## config.mk

```make
export PLATFORM = sky130hd
export DESIGN_NAME = sar_adc_control_regs
export DESIGN_NICKNAME = d
export VERILOG_FILES = /design/src/core/adc_pkg.sv /design/src/core/conv_if.sv /design/src/core/sync2.sv /design/src/core/conv_sequencer.sv /design/src/core/sar_adc_control_regs.sv
export SDC_FILE = /design/constraint.sdc
export NUM_CORES = 1
export LEC_CHECK = 0
export ABC_AREA = 0
export ABC_CLOCK_PERIOD_IN_PS = 2600
export BUFFER_PORTS_ARGS = -buffer_cell sky130_fd_sc_hd__buf_2
export CAP_MARGIN = 25
export CORE_ASPECT_RATIO = 1.75
export CORE_MARGIN = 10
export CORE_UTILIZATION = 50
export CTS_CLUSTER_DIAMETER = 50
export DETAILED_ROUTE_END_ITERATION = 10
export GPL_TIMING_DRIVEN = 0
export PLACE_DENSITY_LB_ADDON = 0.25
export SLEW_MARGIN = 20
export SYNTH_ARGS = -nofsm -noshare
export SYNTH_HDL_FRONTEND = slang
export SYNTH_SLANG_ARGS = --single-unit
```

## constraint.sdc

```tcl
create_clock -name CLK -period 2.6 [get_ports CLK]
set_clock_uncertainty 0.2 [all_clocks]
set_input_delay 0.13 -clock CLK [delete_from_list [all_inputs] [get_ports CLK]]
set_output_delay 0.13 -clock CLK [all_outputs]
set_load 0.05 [all_outputs]
```

## src/core/adc_pkg.sv

```systemverilog
package adc_pkg;
    // register indices; byte address is four times the index
    localparam logic [11:0] IDX_CTRL = 12'hF70;
    localparam logic [11:0] IDX_RES_HI = 12'hF72;
    localparam logic [11:0] IDX_RES_LO = 12'hF73;
    localparam logic [11:0] IDX_SETTLE = 12'hF74;
    localparam int ADDR_W = 16;
    localparam int DATA_W = 32;

    // converter control field positions
    localparam int START_BIT = 7;
    localparam int REF_BIT = 5;
    localparam int ON_BIT = 4;
    localparam int CH_LSB = 0;
    localparam int CH_W = 3;
    localparam int RESV_HI_BIT = 6;
    localparam int RESV_LO_BIT = 3;
    localparam logic [7:0] CTRL_RESET = 8'h00;

    // result layout
    localparam int RESULT_W = 10;
    localparam int LOW_W = 2;
    localparam int LOW_LSB = 6;
    localparam logic [RESULT_W-1:0] RESULT_RESET = 10'h000;

    // settling count
    localparam int SETTLE_W = 4;
    localparam logic [SETTLE_W-1:0] SETTLE_RESET = 4'hF;

    // timing at the system clock
    localparam int CLK_FREQ_MHZ = 100;
    localparam int SAMPLE_TIME_NS = 1000;
    localparam int SAMPLE_CYCLES = (SAMPLE_TIME_NS * CLK_FREQ_MHZ + 999) / 1000;
    localparam int CONV_CYCLES = 13;
    localparam int CNT_W = 8;

    // bus responses
    localparam logic [1:0] RESP_OKAY = 2'h0;
    localparam logic [1:0] RESP_SLVERR = 2'h2;

    typedef enum logic [1:0] {
        ST_IDLE = 2'b00,
        ST_SAMPLE = 2'b01,
        ST_SETTLE = 2'b10,
        ST_CONVERT = 2'b11
    } conv_state_t;
endpackage

```

## src/core/conv_if.sv

```systemverilog
`timescale 1ns/1ps
interface conv_if;
    import adc_pkg::*;
    logic start;
    logic enable;
    logic [SETTLE_W-1:0] settle;
    logic busy;
    logic done;
    logic [RESULT_W-1:0] result;
    logic sample_phase;
    logic convert_phase;

    modport ctl (output start, output enable, output settle, input busy, input done,
        input result, input sample_phase, input convert_phase);
    modport seq (input start, input enable, input settle, output busy, output done,
        output result, output sample_phase, output convert_phase);
endinterface

```

## src/core/sync2.sv

```systemverilog
`timescale 1ns/1ps
module sync2 #(
    parameter int W = 1
) (
    input wire logic clk,
    input wire logic rst,
    input wire logic [W-1:0] d,
    output logic [W-1:0] q
);
    logic [W-1:0] meta_r;

    // two-stage synchroniser; only the second stage is read
    always_ff @(posedge clk) begin
        if (rst) begin
            meta_r <= '0;
            q <= '0;
        end else begin
            meta_r <= d;
            q <= meta_r;
        end
    end
endmodule

```

## src/core/conv_sequencer.sv

```systemverilog
`timescale 1ns/1ps
module conv_sequencer
    import adc_pkg::*;
#(
    parameter int SAMPLE_CYC = SAMPLE_CYCLES,
    parameter int CONV_CYC = CONV_CYCLES
) (
    input wire logic clk,
    input wire logic rst,
    input wire logic [RESULT_W-1:0] analog_bits,
    conv_if.seq cv
);
    // refuse phase lengths that the phase counter cannot hold
    if (SAMPLE_CYC < 1 || SAMPLE_CYC >= 2**CNT_W || CONV_CYC < 1
        || CONV_CYC >= 2**CNT_W) begin
        $error("conv_sequencer: phase lengths must fit the phase counter");
    end

    localparam logic [CNT_W-1:0] SAMPLE_LAST = CNT_W'(SAMPLE_CYC - 1);
    localparam logic [CNT_W-1:0] CONV_LAST = CNT_W'(CONV_CYC - 1);

    conv_state_t state_r;
    logic [CNT_W-1:0] cnt_r;
    logic [RESULT_W-1:0] result_r;
    logic done_r;
    logic finish;

    assign finish = (state_r == ST_CONVERT) && (cnt_r == '0) && !cv.start && cv.enable;

    // phase sequencing: sample, settle, then fixed-length conversion
    always_ff @(posedge clk) begin
        if (rst) begin
            state_r <= ST_IDLE;
            cnt_r <= '0;
        end else if (!cv.enable) begin
            state_r <= ST_IDLE;
            cnt_r <= '0;
        end else if (cv.start) begin
            state_r <= ST_SAMPLE; // restart even mid-conversion
            cnt_r <= SAMPLE_LAST;
        end else if (cnt_r != '0) begin
            cnt_r <= cnt_r - 1'b1;
        end else begin
            unique case (state_r)
                ST_IDLE: begin
                    state_r <= ST_IDLE;
                end
                ST_SAMPLE: begin
                    if (cv.settle == '0) begin
                        state_r <= ST_CONVERT;
                        cnt_r <= CONV_LAST;
                    end else begin
                        state_r <= ST_SETTLE; // settle delay in clock periods
                        cnt_r <= CNT_W'(cv.settle) - 1'b1;
                    end
                end
                ST_SETTLE: begin
                    state_r <= ST_CONVERT;
                    cnt_r <= CONV_LAST; // conversion lasts CONV_CYC clocks
                end
                ST_CONVERT: begin
                    state_r <= ST_IDLE; // busy drops as the result lands
                end
            endcase
        end
    end

    // result replaced only when a conversion completes
    always_ff @(posedge clk) begin
        if (rst) begin
            result_r <= RESULT_RESET;
        end else if (finish) begin
            result_r <= analog_bits;
        end
    end

    // completion pulse raises the interrupt request
    always_ff @(posedge clk) begin
        if (rst) begin
            done_r <= 1'b0;
        end else begin
            done_r <= finish;
        end
    end

    assign cv.busy = (state_r != ST_IDLE);
    assign cv.done = done_r;
    assign cv.result = result_r;
    assign cv.sample_phase = (state_r == ST_SAMPLE);
    assign cv.convert_phase = (state_r == ST_CONVERT);

    logic [CNT_W-1:0] conv_len_r;
    always_ff @(posedge clk) begin
        if (rst || state_r != ST_CONVERT) begin
            conv_len_r <= '0;
        end else begin
            conv_len_r <= conv_len_r + 1'b1;
        end
    end

    a_convert_length: assert property (@(posedge clk) disable iff (rst)
        finish |-> conv_len_r == CONV_LAST)
        else $error("conversion phase length wrong");

    a_done_clears_busy: assert property (@(posedge clk) disable iff (rst)
        finish |=> !cv.busy && done_r)
        else $error("busy not cleared with result");

    a_restart_sample: assert property (@(posedge clk) disable iff (rst)
        (cv.start && cv.enable) |=> state_r == ST_SAMPLE && cnt_r == SAMPLE_LAST)
        else $error("start did not restart sampling");
endmodule

```

## src/core/sar_adc_control_regs.sv

```systemverilog
`timescale 1ns/1ps
// Notes on behaviour
// - writing one to start/busy begins a new conversion
// - writing zero to start/busy changes nothing, conversion continues
// - start/busy reads one while converting, zero when free
// - reference enable bit 5 selects internal (1) or external (0) reference
// - converter enable bit 4 zero means disabled low power, one enabled
// - three-bit channel select routes analog input N to converter
// - result high register reads the upper eight result bits
// - reading result high captures the two low bits into result low
// - result holds until the next conversion completes
// - result low bits 7:6 carry the two least significant result bits
// - settling register sets delay from sample-and-hold to conversion
// - four-bit settling count in clock periods, resets to all ones
// - settling bits 7:4 read zero and are not writable
// - starting during a conversion abandons it and starts afresh
// - each finished conversion raises an interrupt; disabling keeps it
// - conversion phase lasts exactly 13 converter clocks
module sar_adc_control_regs
    import adc_pkg::*;
(
    input wire logic CLK,
    input wire logic RST,
    input wire logic [ADDR_W-1:0] AWADDR,
    input wire logic [2:0] AWPROT,
    input wire logic AWVALID,
    output logic AWREADY,
    input wire logic [DATA_W-1:0] WDATA,
    input wire logic [DATA_W/8-1:0] WSTRB,
    input wire logic WVALID,
    output logic WREADY,
    output logic [1:0] BRESP,
    output logic BVALID,
    input wire logic BREADY,
    input wire logic [ADDR_W-1:0] ARADDR,
    input wire logic [2:0] ARPROT,
    input wire logic ARVALID,
    output logic ARREADY,
    output logic [DATA_W-1:0] RDATA,
    output logic [1:0] RRESP,
    output logic RVALID,
    input wire logic RREADY,
    input wire logic [RESULT_W-1:0] ANALOG_BITS,
    output logic [CH_W-1:0] INPUT_CHANNEL_SELECT,
    output logic INTERNAL_REFERENCE_ON,
    output logic CONVERTER_ON,
    output logic SAMPLE_PHASE,
    output logic CONVERT_PHASE,
    output logic CONV_DONE_IRQ
);
    localparam logic [ADDR_W-3:0] WORD_CTRL = (ADDR_W-2)'(IDX_CTRL);
    localparam logic [ADDR_W-3:0] WORD_RES_HI = (ADDR_W-2)'(IDX_RES_HI);
    localparam logic [ADDR_W-3:0] WORD_RES_LO = (ADDR_W-2)'(IDX_RES_LO);
    localparam logic [ADDR_W-3:0] WORD_SETTLE = (ADDR_W-2)'(IDX_SETTLE);

    conv_if cv ();

    logic [RESULT_W-1:0] analog_sync;

    // analog core bits arrive unsynchronised
    sync2 #(
        .W(RESULT_W)
    ) u_sync (
        .clk(CLK),
        .rst(RST),
        .d(ANALOG_BITS),
        .q(analog_sync)
    );

    conv_sequencer u_seq (
        .clk(CLK),
        .rst(RST),
        .analog_bits(analog_sync),
        .cv(cv)
    );

    // write channel state
    logic aw_held_r;
    logic w_held_r;
    logic [ADDR_W-3:0] aw_word_r;
    logic [DATA_W-1:0] wdata_r;
    logic wstrb0_r;
    logic bvalid_r;
    logic [1:0] bresp_r;
    logic aw_take;
    logic w_take;
    logic wr_go;
    logic [ADDR_W-3:0] wr_word;
    logic [DATA_W-1:0] wr_data;
    logic wr_lane0;

    // register contents
    logic ctrl_resv_hi_r;
    logic ctrl_resv_lo_r;
    logic ref_on_r;
    logic conv_on_r;
    logic [CH_W-1:0] chan_r;
    logic [SETTLE_W-1:0] settle_r;
    logic [LOW_W-1:0] low_latch_r;
    logic start_r;

    // read channel state
    logic rvalid_r;
    logic [DATA_W-1:0] rdata_r;
    logic [1:0] rresp_r;
    logic ar_take;
    logic [ADDR_W-3:0] ar_word;
    logic [7:0] ctrl_view;

    assign AWREADY = !aw_held_r && !bvalid_r;
    assign WREADY = !w_held_r && !bvalid_r;
    assign aw_take = AWVALID && AWREADY;
    assign w_take = WVALID && WREADY;
    assign wr_go = (aw_take || aw_held_r) && (w_take || w_held_r);
    assign wr_word = aw_held_r ? aw_word_r : AWADDR[ADDR_W-1:2];
    assign wr_data = w_held_r ? wdata_r : WDATA;
    assign wr_lane0 = w_held_r ? wstrb0_r : WSTRB[0];

    // address and data are taken in either order, held until both present
    always_ff @(posedge CLK) begin
        if (RST) begin
            aw_held_r <= 1'b0;
            w_held_r <= 1'b0;
            aw_word_r <= '0;
            wdata_r <= '0;
            wstrb0_r <= 1'b0;
        end else begin
            if (aw_take) begin
                aw_word_r <= AWADDR[ADDR_W-1:2];
            end
            if (w_take) begin
                wdata_r <= WDATA;
                wstrb0_r <= WSTRB[0];
            end
            aw_held_r <= !wr_go && (aw_held_r || aw_take);
            w_held_r <= !wr_go && (w_held_r || w_take);
        end
    end

    // write response, held until accepted
    always_ff @(posedge CLK) begin
        if (RST) begin
            bvalid_r <= 1'b0;
            bresp_r <= RESP_OKAY;
        end else if (wr_go) begin
            bvalid_r <= 1'b1;
            unique case (wr_word)
                WORD_CTRL, WORD_RES_HI, WORD_RES_LO, WORD_SETTLE: bresp_r <= RESP_OKAY;
                default: bresp_r <= RESP_SLVERR;
            endcase
        end else if (BREADY) begin
            bvalid_r <= 1'b0;
        end
    end

    // converter control fields
    always_ff @(posedge CLK) begin
        if (RST) begin
            ctrl_resv_hi_r <= CTRL_RESET[RESV_HI_BIT];
            ref_on_r <= CTRL_RESET[REF_BIT];
            conv_on_r <= CTRL_RESET[ON_BIT];
            ctrl_resv_lo_r <= CTRL_RESET[RESV_LO_BIT];
            chan_r <= CTRL_RESET[CH_LSB +: CH_W];
        end else if (wr_go && wr_lane0 && wr_word == WORD_CTRL) begin
            ctrl_resv_hi_r <= wr_data[RESV_HI_BIT]; // kept as written
            ref_on_r <= wr_data[REF_BIT];
            conv_on_r <= wr_data[ON_BIT];
            ctrl_resv_lo_r <= wr_data[RESV_LO_BIT];
            chan_r <= wr_data[CH_LSB +: CH_W];
        end
    end

    // a one in the start bit launches; a zero is ignored
    always_ff @(posedge CLK) begin
        if (RST) begin
            start_r <= 1'b0;
        end else begin
            start_r <= wr_go && wr_lane0 && wr_word == WORD_CTRL
                && wr_data[START_BIT];
        end
    end

    // settling count; upper nibble has no storage
    always_ff @(posedge CLK) begin
        if (RST) begin
            settle_r <= SETTLE_RESET;
        end else if (wr_go && wr_lane0 && wr_word == WORD_SETTLE) begin
            settle_r <= wr_data[SETTLE_W-1:0];
        end
    end

    assign cv.start = start_r;
    assign cv.enable = conv_on_r;
    assign cv.settle = settle_r;

    assign ARREADY = !rvalid_r;
    assign ar_take = ARVALID && ARREADY;
    assign ar_word = ARADDR[ADDR_W-1:2];
    assign ctrl_view = {cv.busy, ctrl_resv_hi_r, ref_on_r, conv_on_r, ctrl_resv_lo_r, chan_r};

    // read data mux, answered one cycle after the address is taken
    always_ff @(posedge CLK) begin
        if (RST) begin
            rvalid_r <= 1'b0;
            rdata_r <= '0;
            rresp_r <= RESP_OKAY;
        end else if (ar_take) begin
            rvalid_r <= 1'b1;
            rresp_r <= RESP_OKAY;
            unique case (ar_word)
                WORD_CTRL: rdata_r <= DATA_W'(ctrl_view);
                WORD_RES_HI: rdata_r <= DATA_W'(cv.result[RESULT_W-1:LOW_W]);
                WORD_RES_LO: rdata_r <= DATA_W'(low_latch_r) << LOW_LSB;
                WORD_SETTLE: rdata_r <= DATA_W'(settle_r);
                default: begin
                    rdata_r <= '0;
                    rresp_r <= RESP_SLVERR;
                end
            endcase
        end else if (RREADY) begin
            rvalid_r <= 1'b0;
        end
    end

    // reading the high byte latches the matching low bits
    always_ff @(posedge CLK) begin
        if (RST) begin
            low_latch_r <= RESULT_RESET[LOW_W-1:0]; // value not meaningful
        end else if (ar_take && ar_word == WORD_RES_HI) begin
            low_latch_r <= cv.result[LOW_W-1:0];
        end
    end

    assign BVALID = bvalid_r;
    assign BRESP = bresp_r;
    assign RVALID = rvalid_r;
    assign RDATA = rdata_r;
    assign RRESP = rresp_r;
    assign INPUT_CHANNEL_SELECT = chan_r;
    assign INTERNAL_REFERENCE_ON = ref_on_r;
    assign CONVERTER_ON = conv_on_r;
    assign SAMPLE_PHASE = cv.sample_phase;
    assign CONVERT_PHASE = cv.convert_phase;
    assign CONV_DONE_IRQ = cv.done; // pulse, unaffected by disable

    logic ctrl_wr;
    assign ctrl_wr = wr_go && wr_lane0 && wr_word == WORD_CTRL;

    a_start_launches: assert property (@(posedge CLK) disable iff (RST)
        (ctrl_wr && wr_data[START_BIT] && wr_data[ON_BIT]) |-> ##2 cv.busy ##0 SAMPLE_PHASE)
        else $error("start write did not launch a conversion");

    a_zero_keeps_busy: assert property (@(posedge CLK) disable iff (RST)
        (ctrl_wr && !wr_data[START_BIT] && wr_data[ON_BIT] && cv.busy && !CONVERT_PHASE)
        |=> ##1 cv.busy)
        else $error("zero start write cancelled conversion");

    a_busy_readback: assert property (@(posedge CLK) disable iff (RST)
        (ar_take && ar_word == WORD_CTRL) |=> RDATA[START_BIT] == $past(cv.busy))
        else $error("start/busy readback wrong");

    a_ref_follows: assert property (@(posedge CLK) disable iff (RST)
        ctrl_wr |=> INTERNAL_REFERENCE_ON == $past(wr_data[REF_BIT]))
        else $error("reference enable not applied");

    a_off_idles: assert property (@(posedge CLK) disable iff (RST)
        (!CONVERTER_ON && !start_r) |=> !cv.busy)
        else $error("disabled converter still busy");

    a_channel_route: assert property (@(posedge CLK) disable iff (RST)
        ctrl_wr |=> INPUT_CHANNEL_SELECT == $past(wr_data[CH_LSB +: CH_W]))
        else $error("channel select not applied");

    a_low_capture: assert property (@(posedge CLK) disable iff (RST)
        (ar_take && ar_word == WORD_RES_HI) |=> low_latch_r == $past(cv.result[LOW_W-1:0]))
        else $error("low bits not latched on high read");

    a_low_no_capture: assert property (@(posedge CLK) disable iff (RST)
        !(ar_take && ar_word == WORD_RES_HI) |=> $stable(low_latch_r))
        else $error("low bits changed without high read");

    a_result_stable: assert property (@(posedge CLK) disable iff (RST)
        !cv.done |-> $stable(cv.result))
        else $error("result changed outside completion");

    a_settle_upper: assert property (@(posedge CLK) disable iff (RST)
        (ar_take && ar_word == WORD_SETTLE)
        |=> RDATA[7:4] == 4'h0 && RDATA[SETTLE_W-1:0] == $past(settle_r))
        else $error("settling readback wrong");

    a_high_readback: assert property (@(posedge CLK) disable iff (RST)
        (ar_take && ar_word == WORD_RES_HI)
        |=> RDATA == DATA_W'($past(cv.result[RESULT_W-1:LOW_W])))
        else $error("result high readback wrong");

    a_low_readback: assert property (@(posedge CLK) disable iff (RST)
        (ar_take && ar_word == WORD_RES_LO)
        |=> RDATA[LOW_LSB +: LOW_W] == $past(low_latch_r) && RDATA[LOW_LSB-1:0] == '0)
        else $error("result low readback wrong");

    a_irq_one_pulse: assert property (@(posedge CLK) disable iff (RST)
        CONV_DONE_IRQ |=> !CONV_DONE_IRQ)
        else $error("completion pulse longer than one cycle");
endmodule

```

# == Word-level counts from Yosys, hierarchy flattened ==
# Index checks and enable logic that the tools add are counted.
# op_classes
n_addsub,2
n_eq_ne,12
mux,18
n_bitwise,1
reduce_logical,38
# ops
operator,count
$eq A14 B12 Y1 const B,8
$pmux W8 S4,1
$mux W8,3
$logic_and A1 B1 Y1,16
$pmux W8 S2,1
$mux W14,1
$logic_not A8 Y1,1
$mux W1,8
$reduce_bool A8 Y1,1
$reduce_or A4 Y1,2
$sub A8 B1 Y8 const B,1
$mux W7,1
$logic_not A1 Y1,6
$pmux W2 S3,1
$reduce_bool A2 Y1,3
$sub A4 B1 Y5 const B,1
$eq A2 B2 Y1 const B,2
$logic_not A4 Y1,1
$mux W2,2
$reduce_bool A4 Y1,1
$reduce_or A2 Y1,2
$reduce_bool A3 Y1,1
$reduce_or A3 Y1,1
$eq A2 B1 Y1 const B,1
other kinds (4),5
# word_totals
register_bits,118
output_inout_bits,49
word_cells,97

# == Depth between registers and ports, before layout ==
# logic_depth
ltp_word,8
mapped_depth,7
mapped_depth_nobuf,6

# == By module ==
# A second synthesis with hierarchy kept.
# hier_totals
cells_unflattened,447
area_unflattened_um2,4235.3
# modules_own_cells
mod,n_inst,cells_per_inst,area_each_um2
sar_adc_control_regs,1,286,2551.2
conv_sequencer,1,119,1066.0
sync2,1,42,618.1

# == Worst setup path after synthesis ==
# OpenSTA, ideal clock, no wires.
# synth_timing
kind,flip-flop to flip-flop
start,reg bvalid_r (netlist: BVALID)
end,reg aw_word_r[8]
t_arrival_ps,2177
path_slack_ps,153
path_stages_with_launch,7
path_buffers,2
cell_sequence,dfxtp_1 -> nor2_1 -> and2_1 -> clkbuf_1 -> clkbuf_1 -> nand2_1 -> a21oi_1
# synth_between
elab_chain_cells,3
# synth_lines
element,line_no,text
start: declaration,sar_adc_control_regs.sv:83,logic bvalid_r;
start signal: assignment,sar_adc_control_regs.sv:143,bvalid_r <= 1'b0;
start signal: assignment,sar_adc_control_regs.sv:146,bvalid_r <= 1'b1;
start signal: assignment,sar_adc_control_regs.sv:152,bvalid_r <= 1'b0;
$logic_not A1 Y1,sar_adc_control_regs.sv:110,assign AWREADY = !aw_held_r && !bvalid_r;
$logic_and A1 B1 Y1,sar_adc_control_regs.sv:110,
via AWREADY,sar_adc_control_regs.sv:27,"output logic AWREADY,"
$logic_and A1 B1 Y1,sar_adc_control_regs.sv:112,assign aw_take = AWVALID && AWREADY;
end signal: assignment,sar_adc_control_regs.sv:129,aw_word_r <= AWADDR[ADDR_W-1:2];
end: declaration,sar_adc_control_regs.sv:80,logic [ADDR_W-3:0] aw_word_r;
# The timed path passes the listed nets, and every way through them passes these cells.
# A chain may end at the register's enable or synchronous reset.

# == Final worst setup path ==
# layout_timing
start,reg u_seq.cnt_r[0]
end,reg u_seq.result_r[5] (netlist: u_seq.cv.result[5])
# layout_between
elab_chain_cells,4
# layout_lines
element,line_no,text
start: declaration,conv_sequencer.sv:23,logic [CNT_W-1:0] cnt_r;
start signal: assignment,conv_sequencer.sv:42,cnt_r <= cnt_r - 1'b1;
start signal: assignment,conv_sequencer.sv:54,cnt_r <= CNT_W'(cv.settle) - 1'b1;
$logic_not A8 Y1,conv_sequencer.sv:28,assign finish = (state_r == ST_CONVERT) && (cnt_r == '0) && !cv.start && cv.enable;
$logic_and A1 B1 Y1 (3 in a row),conv_sequencer.sv:28,
end signal: assignment,conv_sequencer.sv:73,result_r <= analog_bits;
end: declaration,conv_sequencer.sv:24,logic [RESULT_W-1:0] result_r;
# No other way between the ends.

==> impl_summary.log <==
[metrics] outcome: completed
[metrics] Unique masters post-synth: 60
[metrics] net total in the final layout: 703
[metrics] clock buffer count from CTS: 9
[metrics] global-route wire length before repair: 17000 um
[metrics] Antenna Nets Post-Route: 0
[metrics] static leakage: 2.36 nW
[metrics] detailed-routed wire length on met2: 5450 um
[metrics] Min-Delay Path Class: primary input to register
[metrics] cells taking the most area after synthesis: dfxtp_1 (44%), mux2i_1 (6.5%), nand2_1 (5.5%)
[metrics] post-route cell area: 5490 um2
[metrics] unrepaired setup endpoints after global routing: false
[metrics] transition time at the pin with the least slew margin: 0.689 ns
[metrics] largest fanout on the critical path: 10
[metrics] DR iter-0 viols: 100
[metrics] Post-Synthesis Mean Instance Area: 9.13 um2
[metrics] cell area after synthesis: 4170 um2
[metrics] Post-DP HPWL: 7840 um
[metrics] Detail Route met3 WL: 654 um
[metrics] cells after synthesis: 457
[metrics] Clock Latency Late Sink: 0.33 ns
[metrics] maximum clock path buffer count: 2
[metrics] endpoints failing setup: 0
[metrics] Worst EP arrival: 2.36 ns
[metrics] Die Area: 12500 um2
[metrics] most common cell in the synthesized netlist: dfxtp_1
[metrics] Synth Warn #: 0
[metrics] Worst EP required: 2.62 ns
[metrics] WP buf/inv: 2
[metrics] Clock Pin Slew Worst Setup and Hold Paths: 0.06 ns
[metrics] Max stage delay on crit path: 0.52 ns
[metrics] type of origin of the critical path: register
[metrics] worst-path cell chain: inv_1 > ha_1 > nor3b_1 > and3_1 > buf_4 > mux2i_1 > nor2_1
[metrics] I/O pin count: 140
[metrics] antenna violations before repair: 0
[metrics] maximum clock frequency: 0.427 GHz
[metrics] most numerous cell types in the synthesized netlist: dfxtp_1 (92), nand2_1 (61), nor2_1 (39)
[metrics] CTS sink count: 92
[metrics] buffers inserted during post-CTS setup optimization: 0
[metrics] routed wire length per instance: 14.9 um
[metrics] number of antenna repair diodes: 0
[metrics] TNS Setup: 0 ns
[metrics] peak ir drop on the vdd network: 0.494 mV
[metrics] max_cap viols: 0
[metrics] proportion of synthesized flip-flops having asynchronous set or reset: 0%
[metrics] category of the most critical setup path: register to register
[metrics] flip-flop cell with the highest count after synthesis: dfxtp_1
[metrics] GR Util All Layers: 17.1%
[metrics] vias: 3553
[metrics] gr ovfl total: 0
[metrics] routed vias/inst: 5.05
[metrics] area post-placement: 4760 um2
[metrics] relative max-transition margin: 53.7%
[metrics] clock tree from TritonCTS: yes
[metrics] starting density of the core: 50.9%
[metrics] drt drc: 0
[metrics] detailed-route wire length: 10500 um
[metrics] level count of the clock H-tree: 3
[metrics] Detailed Routing Iterations Pass 1: 4
[metrics] vias in the first global route: 3603
[metrics] number of pins exceeding their max-slew limit in the final report: 0
[metrics] placed cells: 649
[metrics] count of flip-flops with a built-in enable after synthesis: 0
[metrics] pin count of the biggest net entering global routing: 16
[metrics] clock root buffer master: clkbuf_16
[metrics] wire length on met1: 4060 um
[metrics] quantity of I/O buffers inserted on ports: 75
[metrics] crit-path leading delay family: simple AND/OR/NAND/NOR gates
[metrics] number of rows in the core area: 44
[metrics] flops & latches, synth: 92
[metrics] layout overhead on the synthesized area: 31.5%
[metrics] final-layout worst hold slack: 0.0226 ns
[metrics] cell type with the highest aggregate area in the netlist: dfxtp_1
[metrics] post-route non-filler standard cell count: 703
[metrics] power per unit of standard cell area: 628 nW/um2
[metrics] Fill cells: 673
[metrics] routability cong.: 0.864
[metrics] core area: 8200 um2
[metrics] DIE HEIGHT: 141 um
[metrics] endpoint class of the critical path: register
[metrics] min Tclk post-route: 2.34 ns
[metrics] share of cells above drive strength 1: 24.2%
[metrics] sequential fraction of the synthesis area: 44.1%
[metrics] area share of the largest cell type after synthesis: 44.1%
[metrics] die extent in x: 89.1 um
[metrics] fin crit share: 90.0%
[metrics] slowest cell on the critical path: nor3b_1
[metrics] Fin. Hold Viols: 0
[metrics] uppermost metal layer occupied by signal nets: met4
==> tightest hold or removal path, cell delays in order <==
cell	delay, ns
buf_2	0.10
nand2_1	0.12
nand2_1	0.10
a21oi_1	0.06
==> registers in the layout, summed over array words and instances (netlist names), 3 cells and up <==
| signal | flops |
|---|---|
| u_seq.cv.result | 10 |
| RDATA | 8 |
| u_seq.cnt_r | 8 |
| wdata_r | 8 |
| u_sync.q | 10 |
| cv.settle | 4 |
| INPUT_CHANNEL_SELECT | 3 |
| u_sync.meta_r | 10 |
| aw_word_r | 14 |
==> cell families after synthesis <==
family	share of synthesized area [%]
flops	44.1
buf+inv	7.77
compound gates	11.7
mux	10.8
other cells	0.0899
xor+xnor	0.420
simple gates	23.3
fa+ha+maj	1.80
==> through the flow <==
stage | power (mW) | worst slack (ns) | utilization [%]
floorplan | 1.82 | 0.153 | -
finish | 3.45 | 0.259 | 66.9
global placement | 1.92 | 0.324 | 58.0
global route | 3.57 | 0.0592 | 66.9
detailed placement | 1.93 | 0.259 | 58.0
CTS | 3.47 | 0.238 | 66.9
==> layer usage <==
metal,vias up,GRT usage [%]
li1,1820,-
met1,1600,17.2
met2,110,29.8
met3,23,5.71
met4,0,8.67
met5,-,0
==> final timing paths <==
check                                    from                               to  slack [ns]  cells after the start
setup reg to reg  u_seq.cnt_r[0]$_SDFFE_PP0P_  u_seq.cv.result[5]$_SDFFE_PP0P_        0.26                      7
hold reg to reg   u_sync.meta_r[6]$_SDFF_PP0_           u_sync.q[6]$_SDFF_PP0_        0.24                      1
setup / recovery  u_seq.cnt_r[0]$_SDFFE_PP0P_  u_seq.cv.result[5]$_SDFFE_PP0P_        0.26                      7
hold / removal                        AWVALID        aw_word_r[5]$_SDFFE_PP0P_        0.02                      4
==> power by group <==
group,switching (mW),total [mW],internal (mW)
clock,0.534,1.50,0.965
combinational,0.285,0.462,0.176
sequential,0.0265,1.49,1.46
total,0.846,3.45,2.60
==> timing repair <==
item / 4_1_cts / 5_1_grt
endpoints found under the hold margin: 38 / 0
gates resized for setup: 0 / 0
hold buffers: 38 / 0
==> cell type report <==
| type | instances | area [um2] | area share, % |
|---|---|---|---|
| sequential | 92 | 1840 | 33.6 |
| tap | 92 | 115 | 2.10 |
| buffer | 47 | 294 | 5.36 |
| inverter | 8 | 30.0 | 0.547 |
| timing repair buffer | 113 | 756 | 13.8 |
| clock inverter | 6 | 111 | 2.03 |
| multi-input combinational | 335 | 2100 | 38.3 |
| clock buffer | 10 | 239 | 4.35 |
==> placed cells by master (no fill, tap or decap), drive strengths merged, types with 3 or more instances in the layout <==
| master | synthesis | routed |
|---|---|---|
| conb | 1 | 26 |
| nor3b | 3 | 3 |
| clkbuf | 15 | 25 |
| o21ai | 8 | 8 |
| mux2 | 14 | 14 |
| nand3 | 3 | 3 |
| nor2b | 30 | 30 |
| nor3 | 9 | 9 |
| o211ai | 3 | 3 |
| nor4 | 6 | 6 |
| nor2 | 39 | 39 |
| and2 | 4 | 4 |
| mux2i | 27 | 27 |
| a211oi | 4 | 4 |
| dfxtp | 92 | 92 |
| or2 | 5 | 5 |
| a21oi | 35 | 35 |
| dlygate4sd3 | 0 | 38 |
| inv | 8 | 8 |
| ha | 6 | 6 |
| nand2 | 61 | 61 |
| buf | 32 | 107 |
| nand2b | 7 | 7 |
| a22o | 9 | 9 |
| bufinv | 0 | 3 |
(Power assumes the default switching activity.)
